<file path="src/hw/tw_pkg.sv">
package tw_pkg;

   // Master bit timing: one quarter of a standard-rate bus clock period
   localparam int          CLK_NS   = 40;
   localparam int          QTR_NS   = 2500;
   localparam int          QTR_CYC  = (QTR_NS + CLK_NS - 1) / CLK_NS;
   localparam logic [5:0]  QTR_LOAD = 6'(QTR_CYC - 1);

   localparam logic [7:0]  A_CON    = 8'h00;
   localparam logic [7:0]  A_STAT   = 8'h04;
   localparam logic [7:0]  A_TX     = 8'h08;
   localparam logic [7:0]  A_RX     = 8'h0C;
   localparam logic [7:0]  A_OWN    = 8'h10;

   localparam logic [15:0] CON_RST  = 16'h1000;
   localparam logic [15:0] STAT_RST = 16'h0000;
   localparam logic [9:0]  OWN_RST  = 10'h000;
   localparam logic [4:0]  WIDE_HDR = 5'h1E;
   localparam logic [3:0]  ACK_SLOT = 4'h8;

   typedef struct packed {
      logic module_on;
      logic rsv14;
      logic halt_in_idle;
      logic clock_release;
      logic accept_all_addresses;
      logic wide_address_select;
      logic slew_limit_off;
      logic alt_input_thresholds;
      logic broadcast_enable;
      logic stretch_enable;
      logic ack_value;
      logic ack_sequence_go;
      logic master_receive_go;
      logic stop_go;
      logic restart_go;
      logic start_go;
   } tw_con_t;

   typedef struct packed {
      logic       slave_ack_seen;
      logic       master_tx_active;
      logic [2:0] rsv;
      logic       collision_flag;
      logic       broadcast_seen;
      logic       wide_address_matched;
      logic       tx_write_clash;
      logic       rx_overflow;
      logic       data_not_addr;
      logic       stop_seen;
      logic       start_seen;
      logic       read_not_write;
      logic       rx_full;
      logic       tx_full;
   } tw_stat_t;

   typedef struct packed {
      logic        read;
      logic        write;
      logic [7:0]  address;
      logic [31:0] writedata;
   } tw_av_req_t;

   typedef struct packed {
      logic        waitrequest;
      logic [31:0] readdata;
   } tw_av_rsp_t;

   typedef struct packed {
      logic scl_o;
      logic scl_oe;
      logic sda_o;
      logic sda_oe;
   } tw_pin_t;

   typedef struct packed {
      logic pins_owned;
      logic slew_limit_off;
      logic alt_input_thresholds;
   } tw_pad_t;

   typedef struct packed {
      logic scl;
      logic sda;
      logic scl_rise;
      logic scl_fall;
      logic start;
      logic stop;
   } tw_line_t;

   typedef enum logic [2:0] {
      M_IDLE    = 3'h0,
      M_START   = 3'h1,
      M_TX      = 3'h3,
      M_ACK     = 3'h2,
      M_RX      = 3'h6,
      M_STOP    = 3'h7,
      M_RESTART = 3'h5
   } tw_m_st_t;

   typedef enum logic [2:0] {
      S_OFF   = 3'h0,
      S_ADDR  = 3'h1,
      S_ADDR2 = 3'h3,
      S_RX    = 3'h2,
      S_TX    = 3'h6
   } tw_s_md_t;

endpackage

</file>
<file path="src/hw/tw_line_mon.sv">
`timescale 1ns/1ns
module tw_line_mon (
   input  wire logic           i_clk,
   input  wire logic           i_nrst,
   input  wire logic           i_scl,
   input  wire logic           i_sda,
   output tw_pkg::tw_line_t    o_line
);
   import tw_pkg::*;

   // Bit 1 is the clock line, bit 0 the data line
   typedef struct packed {
      logic [1:0] s1;
      logic [1:0] s2;
      logic [1:0] s3;
      tw_line_t   ln;
   } tw_mon_t;

   tw_mon_t q;
   tw_mon_t d;

   always_comb begin
      d             = q;
      d.s1          = {i_scl, i_sda};
      d.s2          = q.s1;
      d.s3          = q.s2;
      d.ln.scl      = q.s2[1];
      d.ln.sda      = q.s2[0];
      d.ln.scl_rise = q.s2[1] & ~q.s3[1];
      d.ln.scl_fall = ~q.s2[1] & q.s3[1];
      // Data edges while the clock stays high mark start and stop
      d.ln.start    = q.s2[1] & q.s3[1] & q.s3[0] & ~q.s2[0];
      d.ln.stop     = q.s2[1] & q.s3[1] & ~q.s3[0] & q.s2[0];
   end

   always_ff @(posedge i_clk or negedge i_nrst) begin
      if (!i_nrst) begin
         q        <= '0;
         q.s1     <= 2'h3;
         q.s2     <= 2'h3;
         q.s3     <= 2'h3;
         q.ln.scl <= 1'b1;
         q.ln.sda <= 1'b1;
      end else begin
         q <= d;
      end
   end

   assign o_line = q.ln;

endmodule

</file>
<file path="src/hw/tw_ctrl.sv">
`timescale 1ns/1ns
module tw_ctrl (
   input  wire logic           i_clk,
   input  wire logic           i_nrst,
   input  wire logic           i_idle_req,
   input  wire logic           i_scl,
   input  wire logic           i_sda,
   input  tw_pkg::tw_av_req_t  i_av,
   output tw_pkg::tw_av_rsp_t  o_av,
   output tw_pkg::tw_pin_t     o_pin,
   output tw_pkg::tw_pad_t     o_pad,
   output logic                o_master_event,
   output logic                o_slave_event
);
   import tw_pkg::*;

   typedef struct packed {
      tw_con_t    con;
      tw_stat_t   stat;
      logic [7:0] tx;
      logic [7:0] rx;
      logic [9:0] own;
      tw_av_rsp_t av;
      tw_pin_t    pin;
      tw_pad_t    pad;
      tw_m_st_t   m_st;
      logic [1:0] m_ph;
      logic [3:0] m_bit;
      logic [7:0] m_sh;
      logic [5:0] m_div;
      logic       m_own;
      logic       m_scl_low;
      logic       m_sda_low;
      tw_s_md_t   s_md;
      logic [3:0] s_bit;
      logic [7:0] s_sh;
      logic       s_sda_low;
      logic       m_evt;
      logic       s_evt;
   } tw_st_t;

   tw_st_t   q;
   tw_st_t   d;
   tw_line_t ln;

   tw_line_mon u_mon (
      .i_clk  (i_clk),
      .i_nrst (i_nrst),
      .i_scl  (i_scl),
      .i_sda  (i_sda),
      .o_line (ln)
   );

   always_comb begin
      logic     req, take, fin, run, busy, adv, msda, gc, hit, ssda;
      tw_con_t  wc;
      tw_stat_t ws;
      req  = i_av.read | i_av.write;
      take = req & q.av.waitrequest;
      fin  = req & ~q.av.waitrequest;
      run  = q.con.module_on & ~(q.con.halt_in_idle & i_idle_req);
      busy = (q.m_st != M_IDLE) | q.stat.tx_full;
      adv  = 1'b0;
      msda = 1'b0;
      gc   = 1'b0;
      hit  = 1'b0;
      ssda = 1'b0;
      wc   = i_av.writedata[15:0];
      ws   = i_av.writedata[15:0];
      d       = q;
      d.m_evt = 1'b0;
      d.s_evt = 1'b0;

      // Bus slave: request taken while waitrequest is high, answered one cycle later
      d.av.waitrequest = ~take;
      if (take && i_av.read) begin
         unique case (i_av.address)
            A_CON:   d.av.readdata = 32'(q.con);
            A_STAT:  d.av.readdata = 32'(q.stat);
            A_TX:    d.av.readdata = 32'(q.tx);
            A_RX:    d.av.readdata = 32'(q.rx);
            A_OWN:   d.av.readdata = 32'(q.own);
            default: d.av.readdata = 32'h0000_0000;
         endcase
      end
      if (fin && i_av.read && i_av.address == A_RX) d.stat.rx_full = 1'b0;
      if (fin && i_av.write) begin
         unique case (i_av.address)
            A_CON: begin
               d.con       = wc;
               d.con.rsv14 = 1'b0;
               if (!q.con.stretch_enable) d.con.clock_release = q.con.clock_release | wc.clock_release;
            end
            A_STAT: begin
               // Sticky flags clear only where software writes a zero
               d.stat.collision_flag = q.stat.collision_flag & ws.collision_flag;
               d.stat.tx_write_clash = q.stat.tx_write_clash & ws.tx_write_clash;
               d.stat.rx_overflow    = q.stat.rx_overflow & ws.rx_overflow;
               d.stat.stop_seen      = q.stat.stop_seen & ws.stop_seen;
               d.stat.start_seen     = q.stat.start_seen & ws.start_seen;
            end
            A_TX: begin
               if (busy) d.stat.tx_write_clash = 1'b1;
               else begin
                  d.tx                 = i_av.writedata[7:0];
                  d.stat.tx_full       = 1'b1;
                  d.stat.data_not_addr = 1'b1;
                  if (q.m_own && q.con.module_on) begin
                     d.m_st                  = M_TX;
                     d.m_sh                  = i_av.writedata[7:0];
                     d.m_ph                  = 2'h0;
                     d.m_bit                 = 4'h0;
                     d.m_div                 = QTR_LOAD;
                     d.stat.master_tx_active = 1'b1;
                  end
               end
            end
            A_OWN:   d.own = i_av.writedata[9:0];
            default: d.own = q.own;
         endcase
      end

      if (!q.con.module_on) begin
         d.m_st      = M_IDLE;
         d.m_own     = 1'b0;
         d.m_scl_low = 1'b0;
         d.m_sda_low = 1'b0;
         d.s_md      = S_OFF;
         d.s_sda_low = 1'b0;
      end else if (run) begin
         // Master dispatch from software go bits
         if (q.m_st == M_IDLE && d.m_st == M_IDLE) begin
            d.m_ph  = 2'h0;
            d.m_bit = 4'h0;
            d.m_div = QTR_LOAD;
            if (q.con.start_go) d.m_st = M_START;
            else if (q.con.restart_go) d.m_st = M_RESTART;
            else if (q.con.stop_go) d.m_st = M_STOP;
            else if (q.con.master_receive_go) d.m_st = M_RX;
            else if (q.con.ack_sequence_go) d.m_st = M_ACK;
         end else if (q.m_st != M_IDLE) begin
            if (q.m_div == 6'h00) begin
               d.m_div = QTR_LOAD;
               // Hold the high phase until the clock line is really high
               adv     = ~(q.m_ph == 2'h2 && !ln.scl);
            end else begin
               d.m_div = q.m_div - 6'h01;
            end
         end
         unique case (q.m_st)
            M_STOP:    msda = 1'b1;
            M_TX:      msda = (q.m_bit < ACK_SLOT) & ~q.m_sh[7];
            M_ACK:     msda = ~q.con.ack_value;
            default:   msda = 1'b0;
         endcase
         if (adv) begin
            d.m_ph = q.m_ph + 2'h1;
            unique case (q.m_ph)
               2'h0: begin
                  d.m_scl_low = (q.m_st != M_START);
                  d.m_sda_low = msda;
               end
               2'h1: d.m_scl_low = 1'b0;
               2'h2: begin
                  if (q.m_st == M_START || q.m_st == M_RESTART) d.m_sda_low = 1'b1;
                  else if (q.m_st == M_STOP) d.m_sda_low = 1'b0;
                  else if (q.m_st == M_RX) d.m_sh = {q.m_sh[6:0], ln.sda};
                  else if (q.m_st == M_TX && q.m_bit == ACK_SLOT) d.stat.slave_ack_seen = ln.sda;
                  if (q.m_st == M_TX && q.m_bit < ACK_SLOT && q.m_sh[7] && !ln.sda) begin
                     d.stat.collision_flag   = 1'b1;
                     d.stat.master_tx_active = 1'b0;
                     d.m_evt                 = 1'b1;
                     d.m_st                  = M_IDLE;
                     d.m_own                 = 1'b0;
                     d.m_scl_low             = 1'b0;
                     d.m_sda_low             = 1'b0;
                     // All five go bits abandon with the lost sequence
                     d.con[4:0]              = 5'h00;
                  end
               end
               default: begin
                  d.m_scl_low = (q.m_st != M_STOP);
                  d.m_bit     = q.m_bit + 4'h1;
                  d.m_st      = M_IDLE;
                  d.m_evt     = 1'b1;
                  unique case (q.m_st)
                     M_START: begin
                        d.con.start_go = 1'b0;
                        d.m_own        = 1'b1;
                     end
                     M_RESTART: d.con.restart_go = 1'b0;
                     M_STOP: begin
                        d.con.stop_go = 1'b0;
                        d.m_own       = 1'b0;
                     end
                     M_ACK: d.con.ack_sequence_go = 1'b0;
                     M_TX: begin
                        d.m_sh = {q.m_sh[6:0], 1'b0};
                        if (q.m_bit == ACK_SLOT) begin
                           d.stat.master_tx_active = 1'b0;
                           d.stat.tx_full          = 1'b0;
                        end else begin
                           d.m_st  = M_TX;
                           d.m_evt = 1'b0;
                        end
                     end
                     M_RX: begin
                        if (q.m_bit == ACK_SLOT - 4'h1) begin
                           d.con.master_receive_go = 1'b0;
                           if (q.stat.rx_full) begin
                              d.stat.rx_overflow = 1'b1;
                           end else begin
                              d.rx           = q.m_sh;
                              d.stat.rx_full = 1'b1;
                           end
                        end else begin
                           d.m_st  = M_RX;
                           d.m_evt = 1'b0;
                        end
                     end
                     default: d.m_st = M_IDLE;
                  endcase
               end
            endcase
         end

         // Slave side and bus condition tracking
         if (ln.start) begin
            d.stat.start_seen = 1'b1;
            d.stat.stop_seen  = 1'b0;
            d.s_bit           = 4'h0;
            d.s_sda_low       = 1'b0;
            // Our own start sequence must not wake the slave side
            d.s_md            = (q.m_own | (q.m_st != M_IDLE)) ? S_OFF : S_ADDR;
         end else if (ln.stop) begin
            d.stat.stop_seen            = 1'b1;
            d.stat.start_seen           = 1'b0;
            d.stat.broadcast_seen       = 1'b0;
            d.stat.wide_address_matched = 1'b0;
            d.s_md                      = S_OFF;
            d.s_sda_low                 = 1'b0;
         end else if (q.s_md != S_OFF) begin
            if (ln.scl_rise) begin
               if (q.s_bit < ACK_SLOT) begin
                  d.s_bit = q.s_bit + 4'h1;
                  if (q.s_md != S_TX) d.s_sh = {q.s_sh[6:0], ln.sda};
               end else if (q.s_md == S_TX && ln.sda) begin
                  d.s_md = S_OFF;
               end
            end
            if (ln.scl_fall) begin
               if (q.s_bit == ACK_SLOT) begin
                  d.s_bit = ACK_SLOT + 4'h1;
                  unique case (q.s_md)
                     S_ADDR: begin
                        gc = q.con.broadcast_enable & (q.s_sh == 8'h00);
                        if (q.con.wide_address_select) begin
                           hit = q.s_sh[7:3] == WIDE_HDR && q.s_sh[2:1] == q.own[9:8];
                           d.s_md = q.s_sh[0] ? S_TX : S_ADDR2;
                        end else begin
                           hit = q.s_sh[7:1] == q.own[6:0];
                           d.s_md = q.s_sh[0] ? S_TX : S_RX;
                        end
                        hit = hit | gc | q.con.accept_all_addresses;
                        if (gc) begin
                           d.s_md                = S_RX;
                           d.stat.broadcast_seen = 1'b1;
                        end
                        if (hit) begin
                           d.s_sda_low           = 1'b1;
                           d.stat.data_not_addr  = 1'b0;
                           d.stat.read_not_write = q.s_sh[0];
                           d.s_evt               = 1'b1;
                        end else begin
                           d.s_md = S_OFF;
                        end
                     end
                     S_ADDR2: begin
                        if (q.con.accept_all_addresses || q.s_sh == q.own[7:0]) begin
                           d.stat.wide_address_matched = 1'b1;
                           d.stat.data_not_addr        = 1'b0;
                           d.s_sda_low                 = 1'b1;
                           d.s_md                      = S_RX;
                           d.s_evt                     = 1'b1;
                        end else begin
                           d.s_md = S_OFF;
                        end
                     end
                     S_RX: begin
                        d.stat.data_not_addr = 1'b1;
                        d.s_evt              = 1'b1;
                        if (q.stat.rx_full) begin
                           d.stat.rx_overflow = 1'b1;
                        end else begin
                           d.rx           = q.s_sh;
                           d.stat.rx_full = 1'b1;
                           d.s_sda_low    = 1'b1;
                        end
                     end
                     default: begin
                        d.stat.tx_full = 1'b0;
                        d.s_evt        = 1'b1;
                     end
                  endcase
               end else if (q.s_bit > ACK_SLOT) begin
                  d.s_bit     = 4'h0;
                  d.s_sda_low = 1'b0;
                  if (q.s_md == S_TX) begin
                     d.con.clock_release = 1'b0;
                     d.s_sh              = q.tx;
                  end else if (q.s_md == S_RX && q.con.stretch_enable) begin
                     d.con.clock_release = 1'b0;
                  end
               end else if (q.s_md == S_TX) begin
                  d.s_sh = {q.s_sh[6:0], 1'b0};
               end
            end
         end
      end

      // Open-drain pins: enable high pulls the line low
      ssda = (d.s_md == S_TX && d.s_bit <= ACK_SLOT) ? ~d.s_sh[7] : d.s_sda_low;
      d.pin.scl_oe = d.con.module_on
                     & (d.m_scl_low | (d.s_md != S_OFF & ~d.con.clock_release));
      d.pin.sda_oe = d.con.module_on & (d.m_sda_low | (d.s_md != S_OFF & ssda));
      d.pad.pins_owned           = d.con.module_on;
      d.pad.slew_limit_off       = d.con.slew_limit_off;
      d.pad.alt_input_thresholds = d.con.alt_input_thresholds;
   end

   always_ff @(posedge i_clk or negedge i_nrst) begin
      if (!i_nrst) begin
         q                <= '0;
         q.con            <= CON_RST;
         q.stat           <= STAT_RST;
         q.own            <= OWN_RST;
         q.av.waitrequest <= 1'b1;
      end else begin
         q <= d;
      end
   end

   assign o_av           = q.av;
   assign o_pin          = q.pin;
   assign o_pad          = q.pad;
   assign o_master_event = q.m_evt;
   assign o_slave_event  = q.s_evt;

endmodule

</file>
<file path="config.mk">
export PLATFORM = sky130hd
export DESIGN_NAME = tw_ctrl
export DESIGN_NICKNAME = d
export VERILOG_FILES = /design/src/hw/tw_pkg.sv /design/src/hw/tw_line_mon.sv /design/src/hw/tw_ctrl.sv
export SDC_FILE = /design/constraint.sdc
export NUM_CORES = 1
export LEC_CHECK = 0
export CORE_AREA = 2 2 139 141
export CTS_CLUSTER_SIZE = 24
export DETAILED_ROUTE_END_ITERATION = 16
export DIE_AREA = 0 0 141 143
export DONT_BUFFER_PORTS = 1
export GPL_TIMING_DRIVEN = 1
export PLACE_DENSITY = 0.54
export SLEW_MARGIN = 5
export SYNTH_ARGS = -nofsm -noshare
export SYNTH_HDL_FRONTEND = slang
export SYNTH_SLANG_ARGS = --single-unit
</file>
<file path="constraint.sdc">
create_clock -name i_clk -period 3 [get_ports i_clk]
set_clock_uncertainty 0.1 [all_clocks]
set_input_delay 0.15 -clock i_clk [delete_from_list [all_inputs] [get_ports i_clk]]
set_output_delay 0.15 -clock i_clk [all_outputs]
set_load 0.02 [all_outputs]
</file>
==> flow_summary_export.csv <==
group,metric,value,unit
run_status,status,"complete, but fails checks",
run_status,violations,"negative hold slack",
worst_setup_path,crit_required,3.24,ns
timing,rsz0062_at_grt,"no",
placed_design,placedInstanceArea,7507,µm²
placed_design,place_congestion,0.9171,
logic_synthesis,ys_async_sr_fraction,100.0,%
timing,final-hold-violation-count,127,
power,p_sw_share,23.77,%
detailed_routing,dr_wl_met3,1352,µm
worst_setup_path,reg2reg_from,"q[86]$_DFFE_PN0P_",
worst_setup_path,path_delay_family,"compound AO/OA/AOI/OAI gates",
power,intPower,3.262,mW
detailed_routing,wl_met2,10630,µm
finish,multi_input_area,3659,µm²
worst_setup_path,cp_slowest_cell,"or4_1",
floorplanning,rows,50,
logic_synthesis,synth_largest_area_cell,"dfrtp_1",
detailed_routing,drt-total-wl,22380,µm
worst_setup_path,cp_max_fo,4,
clock_tree,cts_buffer_depth,2,
finish,nFillCells,1805,
worst_setup_path,crit_chain,"xor2_1, or4_1, o21ai_1, o211ai_1, a221o_1, or3_1, a31oi_1",
clock_tree,ctsHtreeMaxLevel,4,
timing,tns,0,ns
logic_synthesis,synth_area,7357,µm²
flow_run,drv_cap,0,
floorplanning,die_area,20160,µm²
worst_setup_path,crit_arrival,2.96,ns
floorplanning,io_pins,89,
timing,drv_slew,0,
logic_synthesis,netlist_instances,828,
global_routing,grt_use_total,22.75,%
detailed_routing,ant_nets,0,
clock_tree,hold_buffers,25,
placed_design,preCtsSetupSlack,0.3461,ns
clock_tree,cts_sinks,127,
finish,drive_gt1_share,13.23,%
global_routing,antenna_found_initial,0,
detailed_routing,drc_errors,0,
floorplanning,die_h,143,µm
floorplanning,initial_utilization,39.60,%
power,power_switching,1.017,mW
placed_design,portBuffers,0,
logic_synthesis,ys_types,74,
worst_setup_path,worst-path-buf-inv,0,
worst_setup_path,r2r_cells,7,
logic_synthesis,ys_seq_elements,127,
logic_synthesis,ys_seq_area_share,43.33,%
worst_setup_path,r2r_setup_slack,0.28,ns
clock_tree,clkTransAtPathRegs,0.06,ns
global_routing,overflow,0,
floorplanning,die_x,141,µm
power,clkPwrFrac,50.8,%
power,p_leak,3.754,nW
timing,max_freq,367.3,MHz
global_routing,grt_max_degree,128,
detailed_routing,drtPass1Iterations,5,
detailed_routing,avgViaCountPerCell,5.747,
finish,final_common_cell,"nand2_1",
finish,fin_nets,897,
finish,postLayoutCoreUtil,45.11,%
clock_tree,numCtsBuffers,17,
timing,setup_viol,0,
timing,period_needed,2.722,ns
finish,regArea,3188,µm²
logic_synthesis,yosys-top-cells-area,"dfrtp_1 40%, nand2_1 7.1%, o21ai_0 4.3%",
clock_tree,post-cts-setup-buffers,0,
finish,diodes,0,
timing,fin_ws,0.2776,ns
timing,hold_ws,-0.6710,ns
detailed_routing,via_count,6253,
worst_setup_path,cpPeakStageDelay,0.53,ns
placed_design,hpwl,16380,µm
worst_setup_path,reg2reg_to,"o_pin[0]$_DFF_PN0_",
global_routing,grt_pass1_vias,6063,
timing,fin_crit_sh,90.75,%
power,power_density,510.6,nW/µm²
power,ir_drop,0.0004479,V
worst_setup_path,cp-start-kind,"register",
clock_tree,clkLatencyLatePin,0.42,ns
finish,instances_no_fill,1088,
floorplanning,core,18580,µm²
finish,fin_area,8382,µm²
detailed_routing,top_layer,"met4",
logic_synthesis,synth-edff-count,0,
min_path,hp-class,"in -> async",
worst_setup_path,crit_type,"reg -> reg",
logic_synthesis,syn_area_per_cell,8.885,µm²
logic_synthesis,ys_warn_count,0,
clock_tree,clockRootBuffer,"clkbuf_16",
clock_tree,ctsResizeCount,0,
power,pwr-share-comb,6.1,%
detailed_routing,drt_iter0_drc,535,
power,pwr-share-seq,43.1,%
detailed_routing,wl_met1,10100,µm
logic_synthesis,synth_top_area_share,40.48,%
worst_setup_path,end_kind,"register",
timing,worst_slew_pin_slew,0.8174,ns
placed_design,dp_cells,1031,
global_routing,grt_pass1_wl,34790,µm
finish,final_cell_mix,"139 x nand2_1, 119 x dfrtp_1, 63 x o21ai_0",
logic_synthesis,synthFlopType,"dfrtp_1",
timing,relSlewSlack,45.38,%
detailed_routing,wl_per_cell,20.57,µm
clock_tree,cts_tree,"done",
finish,syn2layout_area_growth,13.93,%
-- worst max path at each step --
stage,startpoint,endpoint,cells after the start
finish,q[86]$_DFFE_PN0P_,o_pin[0]$_DFF_PN0_,7
global route,q[21]$_DFF_PN0_,q[37]$_DFF_PN0_,9
CTS,q[86]$_DFFE_PN0P_,o_pin[0]$_DFF_PN0_,7
detailed placement,q[86]$_DFFE_PN0P_,o_pin[0]$_DFF_PN0_,7
global placement,q[86]$_DFFE_PN0P_,o_pin[0]$_DFF_PN0_,7
floorplan,q[11]$_DFF_PN0_,q[100]$_DFFE_PN0P_,10
-- routing by layer --
| metal | vias to the layer above | GRT usage [%] |
|---|---|---|
| met2 | 248 | 37.72 |
| met3 | 17 | 5.500 |
| met4 | 0 | 5.158 |
| met1 | 3070 | 30.33 |
| li1 | 2918 | - |
| met5 | - | 0 |
-- final cells by class --
type,instances,share of cell area (%)
Clock buffer,20,5.568
Tap cell,234,3.493
Multi-Input combinational cell,611,43.65
Timing Repair Buffer,64,6.479
Clock inverter,12,1.881
Sequential cell,127,38.04
Inverter,20,0.8957
-- cells by family (layout without fill, tap and decap cells) --
kind of cell	count (synthesis)	after routing	share of synthesized area [%]
buf+inv	107	116	7.891
compound gates	216	216	18.98
fa+ha+maj	9	9	1.531
other cells	1	18	0.05097
simple gates	308	308	19.95
mux	42	42	6.122
flops	127	127	43.33
xor+xnor	18	18	2.143
-- stage by stage --
stage          power [mW]  hold WS (ns)
2_1_floorplan       2.057       -0.2456
3_3_place_gp        2.082       -0.2374
3_5_place_dp        2.092       -0.2378
4_1_cts             4.309       -0.6910
5_1_grt             4.441       -0.6955
6_report            4.280       -0.6710
-- cell usage after synthesis, drive strengths merged (10+ instances only) --
library cell / number
nand2: 139
dfrtp: 119
o21ai: 77
nor2: 58
buf: 53
a21oi: 43
clkbuf: 34
mux2: 24
inv: 20
nor3: 19
mux2i: 18
nand3: 14
nor2b: 12
nand2b: 11
o22ai: 11
or3: 10
xor2: 10
-- power by group through the flow --
stage               sequential, mW  combinational (mW)  clock (mW)
floorplan                     1.84               0.212           0
global placement              1.87               0.213           0
detailed placement            1.87               0.219           0
CTS                           1.84               0.260        2.21
global route                  1.86               0.293        2.29
finish                        1.85               0.261        2.17
-- state kept, by name, indices dropped and copies added, names as in the netlist --
name,count
u_mon.o_line,5
o_av,17
u_mon.q,1
o_pin,2
o_master_event,1
o_slave_event,1
o_pad,3
q,93
u_mon.d,4
No activity file was read; power rests on OpenSTA's default activity.
